===== config.mk =====
export PLATFORM = sky130hd
export DESIGN_NAME = bso_top
export DESIGN_NICKNAME = d
export VERILOG_FILES = /design/src/core/bso_pkg.sv /design/src/core/bso_top.sv
export SDC_FILE = /design/constraint.sdc
export NUM_CORES = 1
export LEC_CHECK = 0
export BUFFER_PORTS_ARGS = -buffer_cell sky130_fd_sc_hd__buf_2
export CAP_MARGIN = 0
export CORE_ASPECT_RATIO = 1.5
export CORE_MARGIN = 2
export CORE_UTILIZATION = 43
export DETAILED_ROUTE_END_ITERATION = 16
export PLACE_DENSITY = 0.86
export SKIP_CTS_REPAIR_TIMING = 1
export SYNTH_ARGS = -nofsm -noshare
export SYNTH_HDL_FRONTEND = slang
export SYNTH_SLANG_ARGS = --single-unit

===== constraint.sdc =====
create_clock -name clk -period 1.85 [get_ports clk]
set_clock_uncertainty 0.2 [all_clocks]
set_input_delay 0.37 -clock clk [delete_from_list [all_inputs] [get_ports clk]]
set_output_delay 0.37 -clock clk [all_outputs]
set_load 0.02 [all_outputs]

===== src/core/bso_pkg.sv =====
package bso_pkg;

  // Register byte offsets on the Avalon-MM slave.
  localparam logic [7:0] BSO_ADDR_ISP    = 8'h00;
  localparam logic [7:0] BSO_ADDR_BANK   = 8'h04;
  localparam logic [7:0] BSO_ADDR_OPT0   = 8'h08;
  localparam logic [7:0] BSO_ADDR_OPT1   = 8'h0c;
  localparam logic [7:0] BSO_ADDR_STATUS = 8'h10;

  // Boot-control command codes.
  localparam logic [7:0] BSO_ISP_TO_LOADER = 8'h03;
  localparam logic [7:0] BSO_ISP_STAY_APP  = 8'h01;
  localparam logic [7:0] BSO_ISP_SW_REBOOT = 8'h83;

  // Reset values.
  localparam logic [7:0] BSO_ISP_RST  = 8'h00;
  localparam logic [7:0] BSO_BANK_RST = 8'h00;
  localparam logic [7:0] BSO_OPT_RST  = 8'hff;

  // Option byte zero field positions.
  localparam int BSO_O0_LOCK  = 0;
  localparam int BSO_O0_TBL   = 1;
  localparam int BSO_O0_HW_P3 = 4;
  localparam int BSO_O0_HW_P4 = 5;
  localparam int BSO_O0_CLK   = 7;

  // Option byte one field positions.
  localparam int BSO_O1_ODD_EN  = 0;
  localparam int BSO_O1_EVEN_EN = 1;
  localparam int BSO_O1_ODD_LVL = 2;
  localparam int BSO_O1_EVN_LVL = 3;
  localparam int BSO_O1_MAP_LO  = 4;
  localparam int BSO_O1_MAP_HI  = 5;
  localparam int BSO_O1_CH6_EN  = 6;
  localparam int BSO_O1_CH7_EN  = 7;

  // Status register field positions.
  localparam int BSO_ST_LOADER = 0;
  localparam int BSO_ST_LOADED = 1;

  // Timing counts in clock cycles.
  localparam logic [3:0] BSO_LOAD_CYC   = 4'h4;
  localparam logic [3:0] BSO_REBOOT_CYC = 4'h8;
  localparam logic [3:0] BSO_CNT_ONE    = 4'h1;
  localparam logic [3:0] BSO_CNT_ZERO   = 4'h0;

  typedef enum logic [1:0] {
    BSO_ST_LOAD,
    BSO_ST_PINRST,
    BSO_ST_RUN,
    BSO_ST_REBOOT
  } bso_state_e;

endpackage


===== src/core/bso_top.sv =====
`timescale 1ns/10ps
module bso_top
  import bso_pkg::*;
(
  input  wire logic        clk,
  input  wire logic        arst_n,
  input  wire logic [7:0]  avs_address,
  input  wire logic        avs_read,
  input  wire logic        avs_write,
  input  wire logic [31:0] avs_writedata,
  input  wire logic [3:0]  avs_byteenable,
  output logic [31:0]      avs_readdata,
  output logic             avs_waitrequest,
  input  wire logic [7:0]  opt0_flash,
  input  wire logic [7:0]  opt1_flash,
  input  wire logic        rst_pin,
  input  wire logic        port3_bit6,
  input  wire logic        port3_bit7,
  input  wire logic        port4_bit3,
  input  wire logic        cpu_idle,
  input  wire logic        flash_rd_req,
  input  wire logic        tbl_req,
  input  wire logic        tbl_from_ext,
  input  wire logic        tbl_to_int,
  output logic             cpu_reset_n,
  output logic             boot_loader,
  output logic [7:0]       flash_bank,
  output logic             flash_rd_grant,
  output logic             tbl_grant,
  output logic             clk_range_high,
  output logic             odd_pwm_pin_enable_n,
  output logic             even_pwm_pin_enable_n,
  output logic             odd_pwm_reset_level,
  output logic             even_pwm_reset_level,
  output logic             pwm_ch6_pin_enable_n,
  output logic             pwm_ch7_pin_enable_n,
  output logic             lcd_pin_map_lo,
  output logic             lcd_pin_map_hi
);

  bso_state_e  state_q;
  logic [3:0]  cnt_q;
  logic [7:0]  opt0_q;
  logic [7:0]  opt1_q;
  logic        loaded_q;
  logic [7:0]  isp_q;
  logic [7:0]  bank_q;
  logic        boot_loader_q;
  logic        cpu_reset_n_q;
  logic        waitreq_q;
  logic [31:0] rdata_q;
  logic [31:0] rdata_d;
  logic        flash_grant_q;
  logic        tbl_grant_q;
  logic        wr_take;
  logic        rd_start;
  logic        wr_lane0;
  logic        sw_reboot;
  logic        idle_loader;
  logic        idle_stay;
  logic        hw_boot;
  logic        lock_open;

  // A bus cycle is taken on the edge at which waitrequest is seen low.
  assign wr_take  = avs_write && !waitreq_q;
  assign rd_start = avs_read && waitreq_q;
  assign wr_lane0 = wr_take && avs_byteenable[0];

  // Software reboot back to the application flash.
  assign sw_reboot = wr_lane0 && (avs_address == BSO_ADDR_ISP) &&
                     (avs_writedata[7:0] == BSO_ISP_SW_REBOOT);

  // Idle entry acts only once the processor is running.
  assign idle_loader = (state_q == BSO_ST_RUN) && cpu_idle &&
                       (isp_q == BSO_ISP_TO_LOADER);
  assign idle_stay   = (state_q == BSO_ST_RUN) && cpu_idle &&
                       (isp_q == BSO_ISP_STAY_APP);

  // Strap-style reboot conditions, each gated by its enable bit.
  assign hw_boot = (!opt0_q[BSO_O0_HW_P3] && !port3_bit6 && !port3_bit7) ||
                   (!opt0_q[BSO_O0_HW_P4] && !port4_bit3);

  // Content stays readable only while the lock bit is still erased high.
  assign lock_open = opt0_q[BSO_O0_LOCK];

  // Sequencer for option-byte load, pin reset, run and reboot pulses.
  always_ff @(posedge clk or negedge arst_n) begin
    if (!arst_n) begin
      state_q <= BSO_ST_LOAD;
      cnt_q   <= BSO_LOAD_CYC;
    end else begin
      unique case (state_q)
        BSO_ST_LOAD: begin
          if (cnt_q == BSO_CNT_ZERO) begin
            state_q <= BSO_ST_PINRST;
          end else begin
            cnt_q <= cnt_q - BSO_CNT_ONE;
          end
        end
        BSO_ST_PINRST: begin
          if (!rst_pin) begin
            state_q <= BSO_ST_RUN;
          end
        end
        BSO_ST_RUN: begin
          if (rst_pin) begin
            state_q <= BSO_ST_PINRST;
          end else if (idle_loader || sw_reboot) begin
            state_q <= BSO_ST_REBOOT;
            cnt_q   <= BSO_REBOOT_CYC;
          end
        end
        BSO_ST_REBOOT: begin
          if (cnt_q == BSO_CNT_ONE) begin
            state_q <= BSO_ST_RUN;
          end else begin
            cnt_q <= cnt_q - BSO_CNT_ONE;
          end
        end
      endcase
    end
  end

  // Option bytes are latched once, before the processor leaves reset.
  // Nothing on the bus can reach these flops, so their effect is fixed.
  always_ff @(posedge clk or negedge arst_n) begin
    if (!arst_n) begin
      opt0_q   <= BSO_OPT_RST;
      opt1_q   <= BSO_OPT_RST;
      loaded_q <= 1'b0;
    end else if ((state_q == BSO_ST_LOAD) && (cnt_q == BSO_CNT_ZERO)) begin
      opt0_q   <= opt0_flash;
      opt1_q   <= opt1_flash;
      loaded_q <= 1'b1;
    end
  end

  // Execution source; the choice made while the pin is high survives its release.
  // Sampling it again at release would always fall back to the application flash.
  always_ff @(posedge clk or negedge arst_n) begin
    if (!arst_n) begin
      boot_loader_q <= 1'b0;
    end else if ((state_q == BSO_ST_PINRST) && rst_pin) begin
      boot_loader_q <= hw_boot;
    end else if ((state_q == BSO_ST_RUN) && !rst_pin && sw_reboot) begin
      boot_loader_q <= 1'b0;
    end else if (idle_loader && !rst_pin) begin
      boot_loader_q <= 1'b1;
    end
  end

  // Processor reset is held through load, pin reset and reboot pulses.
  always_ff @(posedge clk or negedge arst_n) begin
    if (!arst_n) begin
      cpu_reset_n_q <= 1'b0;
    end else begin
      unique case (state_q)
        BSO_ST_LOAD:   cpu_reset_n_q <= 1'b0;
        BSO_ST_PINRST: cpu_reset_n_q <= !rst_pin;
        BSO_ST_RUN:    cpu_reset_n_q <= !(rst_pin || idle_loader || sw_reboot);
        BSO_ST_REBOOT: cpu_reset_n_q <= (cnt_q == BSO_CNT_ONE);
      endcase
    end
  end

  // Boot-control register; it clears itself when a reboot is launched.
  always_ff @(posedge clk or negedge arst_n) begin
    if (!arst_n) begin
      isp_q <= BSO_ISP_RST;
    end else if (sw_reboot || idle_loader) begin
      isp_q <= BSO_ISP_RST;
    end else if (wr_lane0 && (avs_address == BSO_ADDR_ISP)) begin
      isp_q <= avs_writedata[7:0];
    end
  end

  // Bank select steers which flash bank the loader updates.
  always_ff @(posedge clk or negedge arst_n) begin
    if (!arst_n) begin
      bank_q <= BSO_BANK_RST;
    end else if (wr_lane0 && (avs_address == BSO_ADDR_BANK)) begin
      bank_q <= avs_writedata[7:0];
    end
  end

  // Read mux; option bytes read back as zero once the part is locked.
  always_comb begin
    rdata_d = '0;
    unique case (avs_address)
      BSO_ADDR_ISP:  rdata_d[7:0] = isp_q;
      BSO_ADDR_BANK: rdata_d[7:0] = bank_q;
      BSO_ADDR_OPT0: rdata_d[7:0] = lock_open ? opt0_q : 8'h00;
      BSO_ADDR_OPT1: rdata_d[7:0] = lock_open ? opt1_q : 8'h00;
      BSO_ADDR_STATUS: begin
        rdata_d[BSO_ST_LOADER] = boot_loader_q;
        rdata_d[BSO_ST_LOADED] = loaded_q;
      end
      default: rdata_d = '0;
    endcase
  end

  // One wait state per access keeps read data a clean flop output.
  always_ff @(posedge clk or negedge arst_n) begin
    if (!arst_n) begin
      waitreq_q <= 1'b1;
    end else if ((avs_read || avs_write) && waitreq_q) begin
      waitreq_q <= 1'b0;
    end else begin
      waitreq_q <= 1'b1;
    end
  end

  // Read data is captured on the first request edge and held to the end.
  always_ff @(posedge clk or negedge arst_n) begin
    if (!arst_n) begin
      rdata_q <= '0;
    end else if (rd_start) begin
      rdata_q <= rdata_d;
    end
  end

  // External content reads pass only while the lock bit is set.
  always_ff @(posedge clk or negedge arst_n) begin
    if (!arst_n) begin
      flash_grant_q <= 1'b0;
    end else begin
      flash_grant_q <= flash_rd_req && lock_open;
    end
  end

  // Table reads from external code may not reach internal memory when inhibited.
  always_ff @(posedge clk or negedge arst_n) begin
    if (!arst_n) begin
      tbl_grant_q <= 1'b0;
    end else begin
      tbl_grant_q <= tbl_req && !(!opt0_q[BSO_O0_TBL] && tbl_from_ext && tbl_to_int);
    end
  end

  // Outputs come straight from flops.
  assign avs_readdata          = rdata_q;
  assign avs_waitrequest       = waitreq_q;
  assign cpu_reset_n           = cpu_reset_n_q;
  assign boot_loader           = boot_loader_q;
  assign flash_bank            = bank_q;
  assign flash_rd_grant        = flash_grant_q;
  assign tbl_grant             = tbl_grant_q;
  assign clk_range_high        = opt0_q[BSO_O0_CLK];

  // Pin-function bits feed the port muxes; low means PWM drives push-pull.
  assign odd_pwm_pin_enable_n  = opt1_q[BSO_O1_ODD_EN];
  assign even_pwm_pin_enable_n = opt1_q[BSO_O1_EVEN_EN];
  assign odd_pwm_reset_level   = opt1_q[BSO_O1_ODD_LVL];
  assign even_pwm_reset_level  = opt1_q[BSO_O1_EVN_LVL];
  assign pwm_ch6_pin_enable_n  = opt1_q[BSO_O1_CH6_EN];
  assign pwm_ch7_pin_enable_n  = opt1_q[BSO_O1_CH7_EN];
  assign lcd_pin_map_lo        = opt1_q[BSO_O1_MAP_LO];
  assign lcd_pin_map_hi        = opt1_q[BSO_O1_MAP_HI];
endmodule


==> Yosys cells after proc, flatten, opt, wreduce, memory -nomap -nowiden <==
Cells that the tools add are included.
{ "totals": {"word_cells": 98, "inputBits": 73, "reg_bits": 52} }
{ "classes": {"reduce_logical": 44, "add_sub_neg": 1, "muxes": 22, "eq_ne": 18} }
{ "ops": {"columns": ["operator", "n"], "rows": [
  ["two-way mux 8 bit", 4],
  ["case mux 6 bit (4 select lines)", 1],
  ["logical AND 1 bit", 21],
  ["== test 8 x 4 -> 1 bit, second input constant", 2],
  ["two-way mux 4 bit", 4],
  ["!= test 2 bit, second input constant", 6],
  ["case mux 4 bit (3 select lines)", 1],
  ["zero test 1 bit", 10],
  ["two-way mux 2 bit", 5],
  ["case mux 2 bit (5 select lines)", 1],
  ["== test 8 x 2 -> 1 bit, second input constant", 1],
  ["== test 8 x 3 -> 1 bit, second input constant", 1],
  ["== test 8 x 5 -> 1 bit, second input constant", 1],
  ["== test 8 bit, second input constant", 1],
  ["zero test 8 bit", 1],
  ["case mux 2 bit (4 select lines)", 1],
  ["nonzero test 3 bit", 2],
  ["logical OR 1 bit", 5],
  ["AND reduction 5 bit", 1],
  ["== test 2 bit, second input constant", 2],
  ["== test 4 x 1 -> 1 bit, second input constant", 1],
  ["zero test 4 bit", 1],
  ["two-way mux 1 bit", 4],
  ["case mux 1 bit (4 select lines)", 1],
  ["other kinds (7)", 7]
]} }

==> Longest topological paths before layout <==
{ "logic_depth": {"ltp_word": 9, "mapped_depth": 6, "mapped_depth_nobuf": 6} }

==> Worst setup path before layout <==
No wires, ideal clock.
{ "synth_timing": {"path_kind": "in2reg", "start": "input avs_address[7]", "end": "register boot_loader_q (netlist: boot_loader)", "setup_slack_ns": -0.464, "t_required_ns": 1.512, "path_buffers": 2, "setup_ns": 0.138, "arrival_ns": 1.976, "path_stages": 6, "path_cell_list": "or4_4 -> buf_6 -> or4_4 -> buf_6 -> o31ai_1 -> a221oi_1"} }
{ "synth_via": {"elab_chain_cells": 6} }
{ "synth_lines": {"columns": ["element", "line", "text"], "rows": [
  ["start: declaration", "bso_top.sv:7", "input wire logic [7:0] avs_address,"],
  ["zero test 8 bit *", "bso_top.sv:70", "assign sw_reboot = wr_lane0 && (avs_address == BSO_ADDR_ISP) &&"],
  ["logical AND 1 bit * (2 in a row)", "bso_top.sv:70", null],
  ["logical AND 1 bit *", "bso_top.sv:145", "end else if ((state_q == BSO_ST_RUN) && !rst_pin && sw_reboot) begin"],
  ["two-way mux 1 bit", "bso_top.sv:145", null],
  ["two-way mux 1 bit", "bso_top.sv:143", "end else if ((state_q == BSO_ST_PINRST) && rst_pin) begin"],
  ["end signal: assignment", "bso_top.sv:144", "boot_loader_q <= hw_boot;"],
  ["end: declaration", "bso_top.sv:48", "logic boot_loader_q;"]
]} }
Every way passes the cells marked *; elsewhere a longest branch is shown, timed or not.
A chain may end at the register's enable or synchronous reset.

==> Worst setup path in the final report <==
{ "layout_timing": {"start": "input avs_address[0]", "end": "register cnt_q[0]"} }
{ "layout_via": {"elab_chain_cells": 6} }
{ "layout_lines": {"columns": ["element", "line", "text"], "rows": [
  ["zero test 8 bit", "bso_top.sv:70", null],
  ["logical AND 1 bit (2 in a row)", "bso_top.sv:70", null],
  ["logical OR 1 bit", "bso_top.sv:108", "end else if (idle_loader || sw_reboot) begin"],
  ["!= test 2 x 1 -> 1 bit (no line)", null, null],
  ["AND reduction 5 bit (no line)", null, null],
  ["end signal: assignment", "bso_top.sv:97", "cnt_q <= cnt_q - BSO_CNT_ONE;"],
  ["end signal: assignment", "bso_top.sv:117", "cnt_q <= cnt_q - BSO_CNT_ONE;"],
  ["end: declaration", "bso_top.sv:42", "logic [3:0] cnt_q;"]
]} }
No other way between the ends.

==> reports/results.tsv <==
metric	value	unit
synth_top_area_share	30.00	%
synth_xor_area_share	0.6176	%
core-area	6441	µm²
p_sw	1.532	mW
synth_top_area_cell	dfrtp_1	
antennaDiodeCount	0	
layout.nets	460	
cts_tree	yes	
antenna_found_initial	0	
post-route-util	58.41	%
powerDensity	1107	nW/µm²
die-area	7275	µm²
start_util	44.04	%
combPwrFrac	41.7	%
hold_path_class	input pin to register	
synth_mux_area_share	14.87	%
synth_cells	273	
p_int	2.633	mW
rsz0062_at_grt	yes	
ys_seq_area_share	46.67	%
grt_max_degree	53	
port-buffer-count	75	
fin_area	3762	µm²
syn2layout_area_growth	32.64	%
arrival	2.00	ns
synth_top_family_by_area	simple AND/OR/NAND/NOR gates	
grt_usage	18.71	%
wirelength	7383	µm
die_h	103.5	µm
synthFlopType	dfrtp_1	
ant_nets	0	
synthAdderAreaFrac	0.8822	%
synth.avg_cell_area	10.39	µm²
seqPwrFrac	43.1	%
first_pass_iters	4	
yosysWarnings	0	
grt_first_pass_wirelength	10760	µm
grt_pass1_vias	2354	
fin_cells	462	
async_flop_share	100.0	%
ir_worst_vdd	706.1	µV
cts_buffers	5	
violations	negative setup slack	
clkSinkCount	52	
root_buffer	clkbuf_8	
finalCritPeriodShare	109.5	%
placed_area	3453	µm²
critical_path.max_fanout	6	
dp_hpwl	5447	µm
maxCapViolCount	0	
rows	36	
ios	127	
die_w	70.32	µm
routabilityCongestion	0.9203	
dp_cells	446	
required	1.82	ns
synth_compound_area_share	9.793	%
worst-setup-path-type	input pin to register	
cts_buffer_depth	2	
synth_area	2836	µm²
drive_gt1_share	51.04	%
switching_share	36.78	%
grt_remaining_overflow	0	
synth.distinct_cells	46	
clkSlewWorstSetupHoldPaths	0.10	ns
synth-seq-cells	52	
synth.most_common_cell	nand2_1	
status	finished, violations left	
drt-vias-per-instance	5.288	
power_leakage	1.831	nW
remaining_drc_errors	0	
setup_viol	23	
p_clk_share	15.2	%
hold_viol_final	0	
wl_per_cell	15.98	µm
synth_edf_count	0	
fin_ws	-0.1763	ns
drv_slew	0	
dr_total_vias	2443	
synth.area.top_cells	dfrtp_1 (30%), dfstp_2 (17%), mux2_2 (9.9%)	
start_kind	input pin	
htree_levels	2	
synth.top_cells.by_count	nand2_1 (36), dfrtp_1 (34), mux2_2 (25)	
max_freq	493.5	MHz
drt_iter0_markers	202	
end_kind	register	
synthSimpleGateAreaFrac	18.04	%
worstSkewPairLatency	0.31	ns
fin_crit	2.026	ns
## routing by layer
metal / wire length (µm) / track usage (%) / up-vias
li1: - / - / 1135
met1: 2749 / 19.71 / 1179
met3: 378 / 2.422 / 15
met4: 151 / 7.692 / 0
met5: 0 / 0 / -
met2: 4104 / 37.08 / 114
## registers in the layout, indices dropped and copies added, names as in the netlist
| signal | count |
|---|---|
| avs_readdata | 8 |
| flash_bank | 8 |
| isp_q | 8 |
| opt0_q | 8 |
| opt1_q | 8 |
| cnt_q | 4 |
| state_q | 2 |
| avs_waitrequest | 1 |
| boot_loader | 1 |
| cpu_reset_n | 1 |
| flash_rd_grant | 1 |
| loaded_q | 1 |
| tbl_grant | 1 |
## power by group through the flow
stage / clock network [mW] / registers (mW) / logic (mW)
6_report: 0.632 / 1.79 / 1.74
5_1_grt: 0.681 / 1.83 / 1.88
4_1_cts: 0.648 / 1.78 / 1.64
3_5_place_dp: 0 / 1.80 / 1.64
3_3_place_gp: 0 / 1.79 / 1.57
2_1_floorplan: 0 / 1.95 / 0.910
## logic make-up (layout without fill, tap and decap cells)
| family | after synthesis | after routing |
|---|---|---|
| AND/OR/NAND/NOR | 95 | 95 |
| flip-flops | 52 | 52 |
| AO/OA/AOI/OAI | 42 | 42 |
| buffers and inverters | 40 | 130 |
| multiplexers | 39 | 39 |
| adder cells (fa/ha/maj) | 2 | 2 |
| XOR/XNOR | 2 | 2 |
| other | 1 | 24 |
## path summary, 6_finish.rpt
| kind | start | to | slack, ns | cells after the start |
|---|---|---|---|---|
| max in group asynchronous | arst_n | opt1_q[2] | 0.77 | 3 |
| worst min register to register | loaded_q | loaded_q | 0.27 | 1 |
| min in group asynchronous | arst_n | tbl_grant | 0.37 | 3 |
| worst min-delay path | avs_write | avs_waitrequest | 0.03 | 2 |
| worst max-delay path | avs_address[0] | cnt_q[0] | -0.18 | 5 |
| worst max register to register | isp_q[3] | boot_loader | -0.14 | 4 |
## critical path, cell delays in order
cell and delay (ns):
buf_6 0.09, or4_4 0.56, or4_4 0.61, o21bai_4 0.25, a41oi_2 0.12
## area by class of cell
| class | instances | area, µm² |
|---|---|---|
| fillers | 535 | 2679 |
| inverters | 7 | 26.28 |
| well taps | 76 | 95.09 |
| flip-flops and latches | 52 | 1324 |
| clock buffers | 6 | 72.57 |
| repair buffers | 115 | 733.2 |
| multi-input cells | 204 | 1499 |
| clock inverters | 2 | 12.51 |
## stage by stage
step | power (mW) | setup TNS [ns] | setup WS (ns) | hold slack [ns]
after floorplan | 2.856 | -8.057 | -0.4329 | -0.1256
after global placement | 3.361 | -8.834 | -0.4165 | 0.1774
after detailed placement | 3.441 | -9.274 | -0.4495 | 0.1826
after CTS | 4.072 | -1.613 | -0.2297 | -0.1510
after global routing | 4.388 | -3.086 | -0.2275 | 0.05718
final | 4.165 | -2.347 | -0.1763 | 0.02896
## layout by cell type, fill, tap and decap left out, types with 7 or more instances in the layout
master | synthesis | layout
buf_4 | 24 | 33
nand2_1 | 36 | 29
dfrtp_1 | 34 | 34
nor2_1 | 12 | 12
inv_1 | 7 | 7
nand3_1 | 12 | 11
mux2_2 | 25 | 17
mux2_4 | 0 | 8
o21ai_0 | 9 | 9
dfstp_2 | 18 | 18
a21oi_2 | 0 | 7
mux2i_1 | 14 | 14
buf_2 | 0 | 74
conb_1 | 1 | 24
Power figures use the tool's default switching activity.
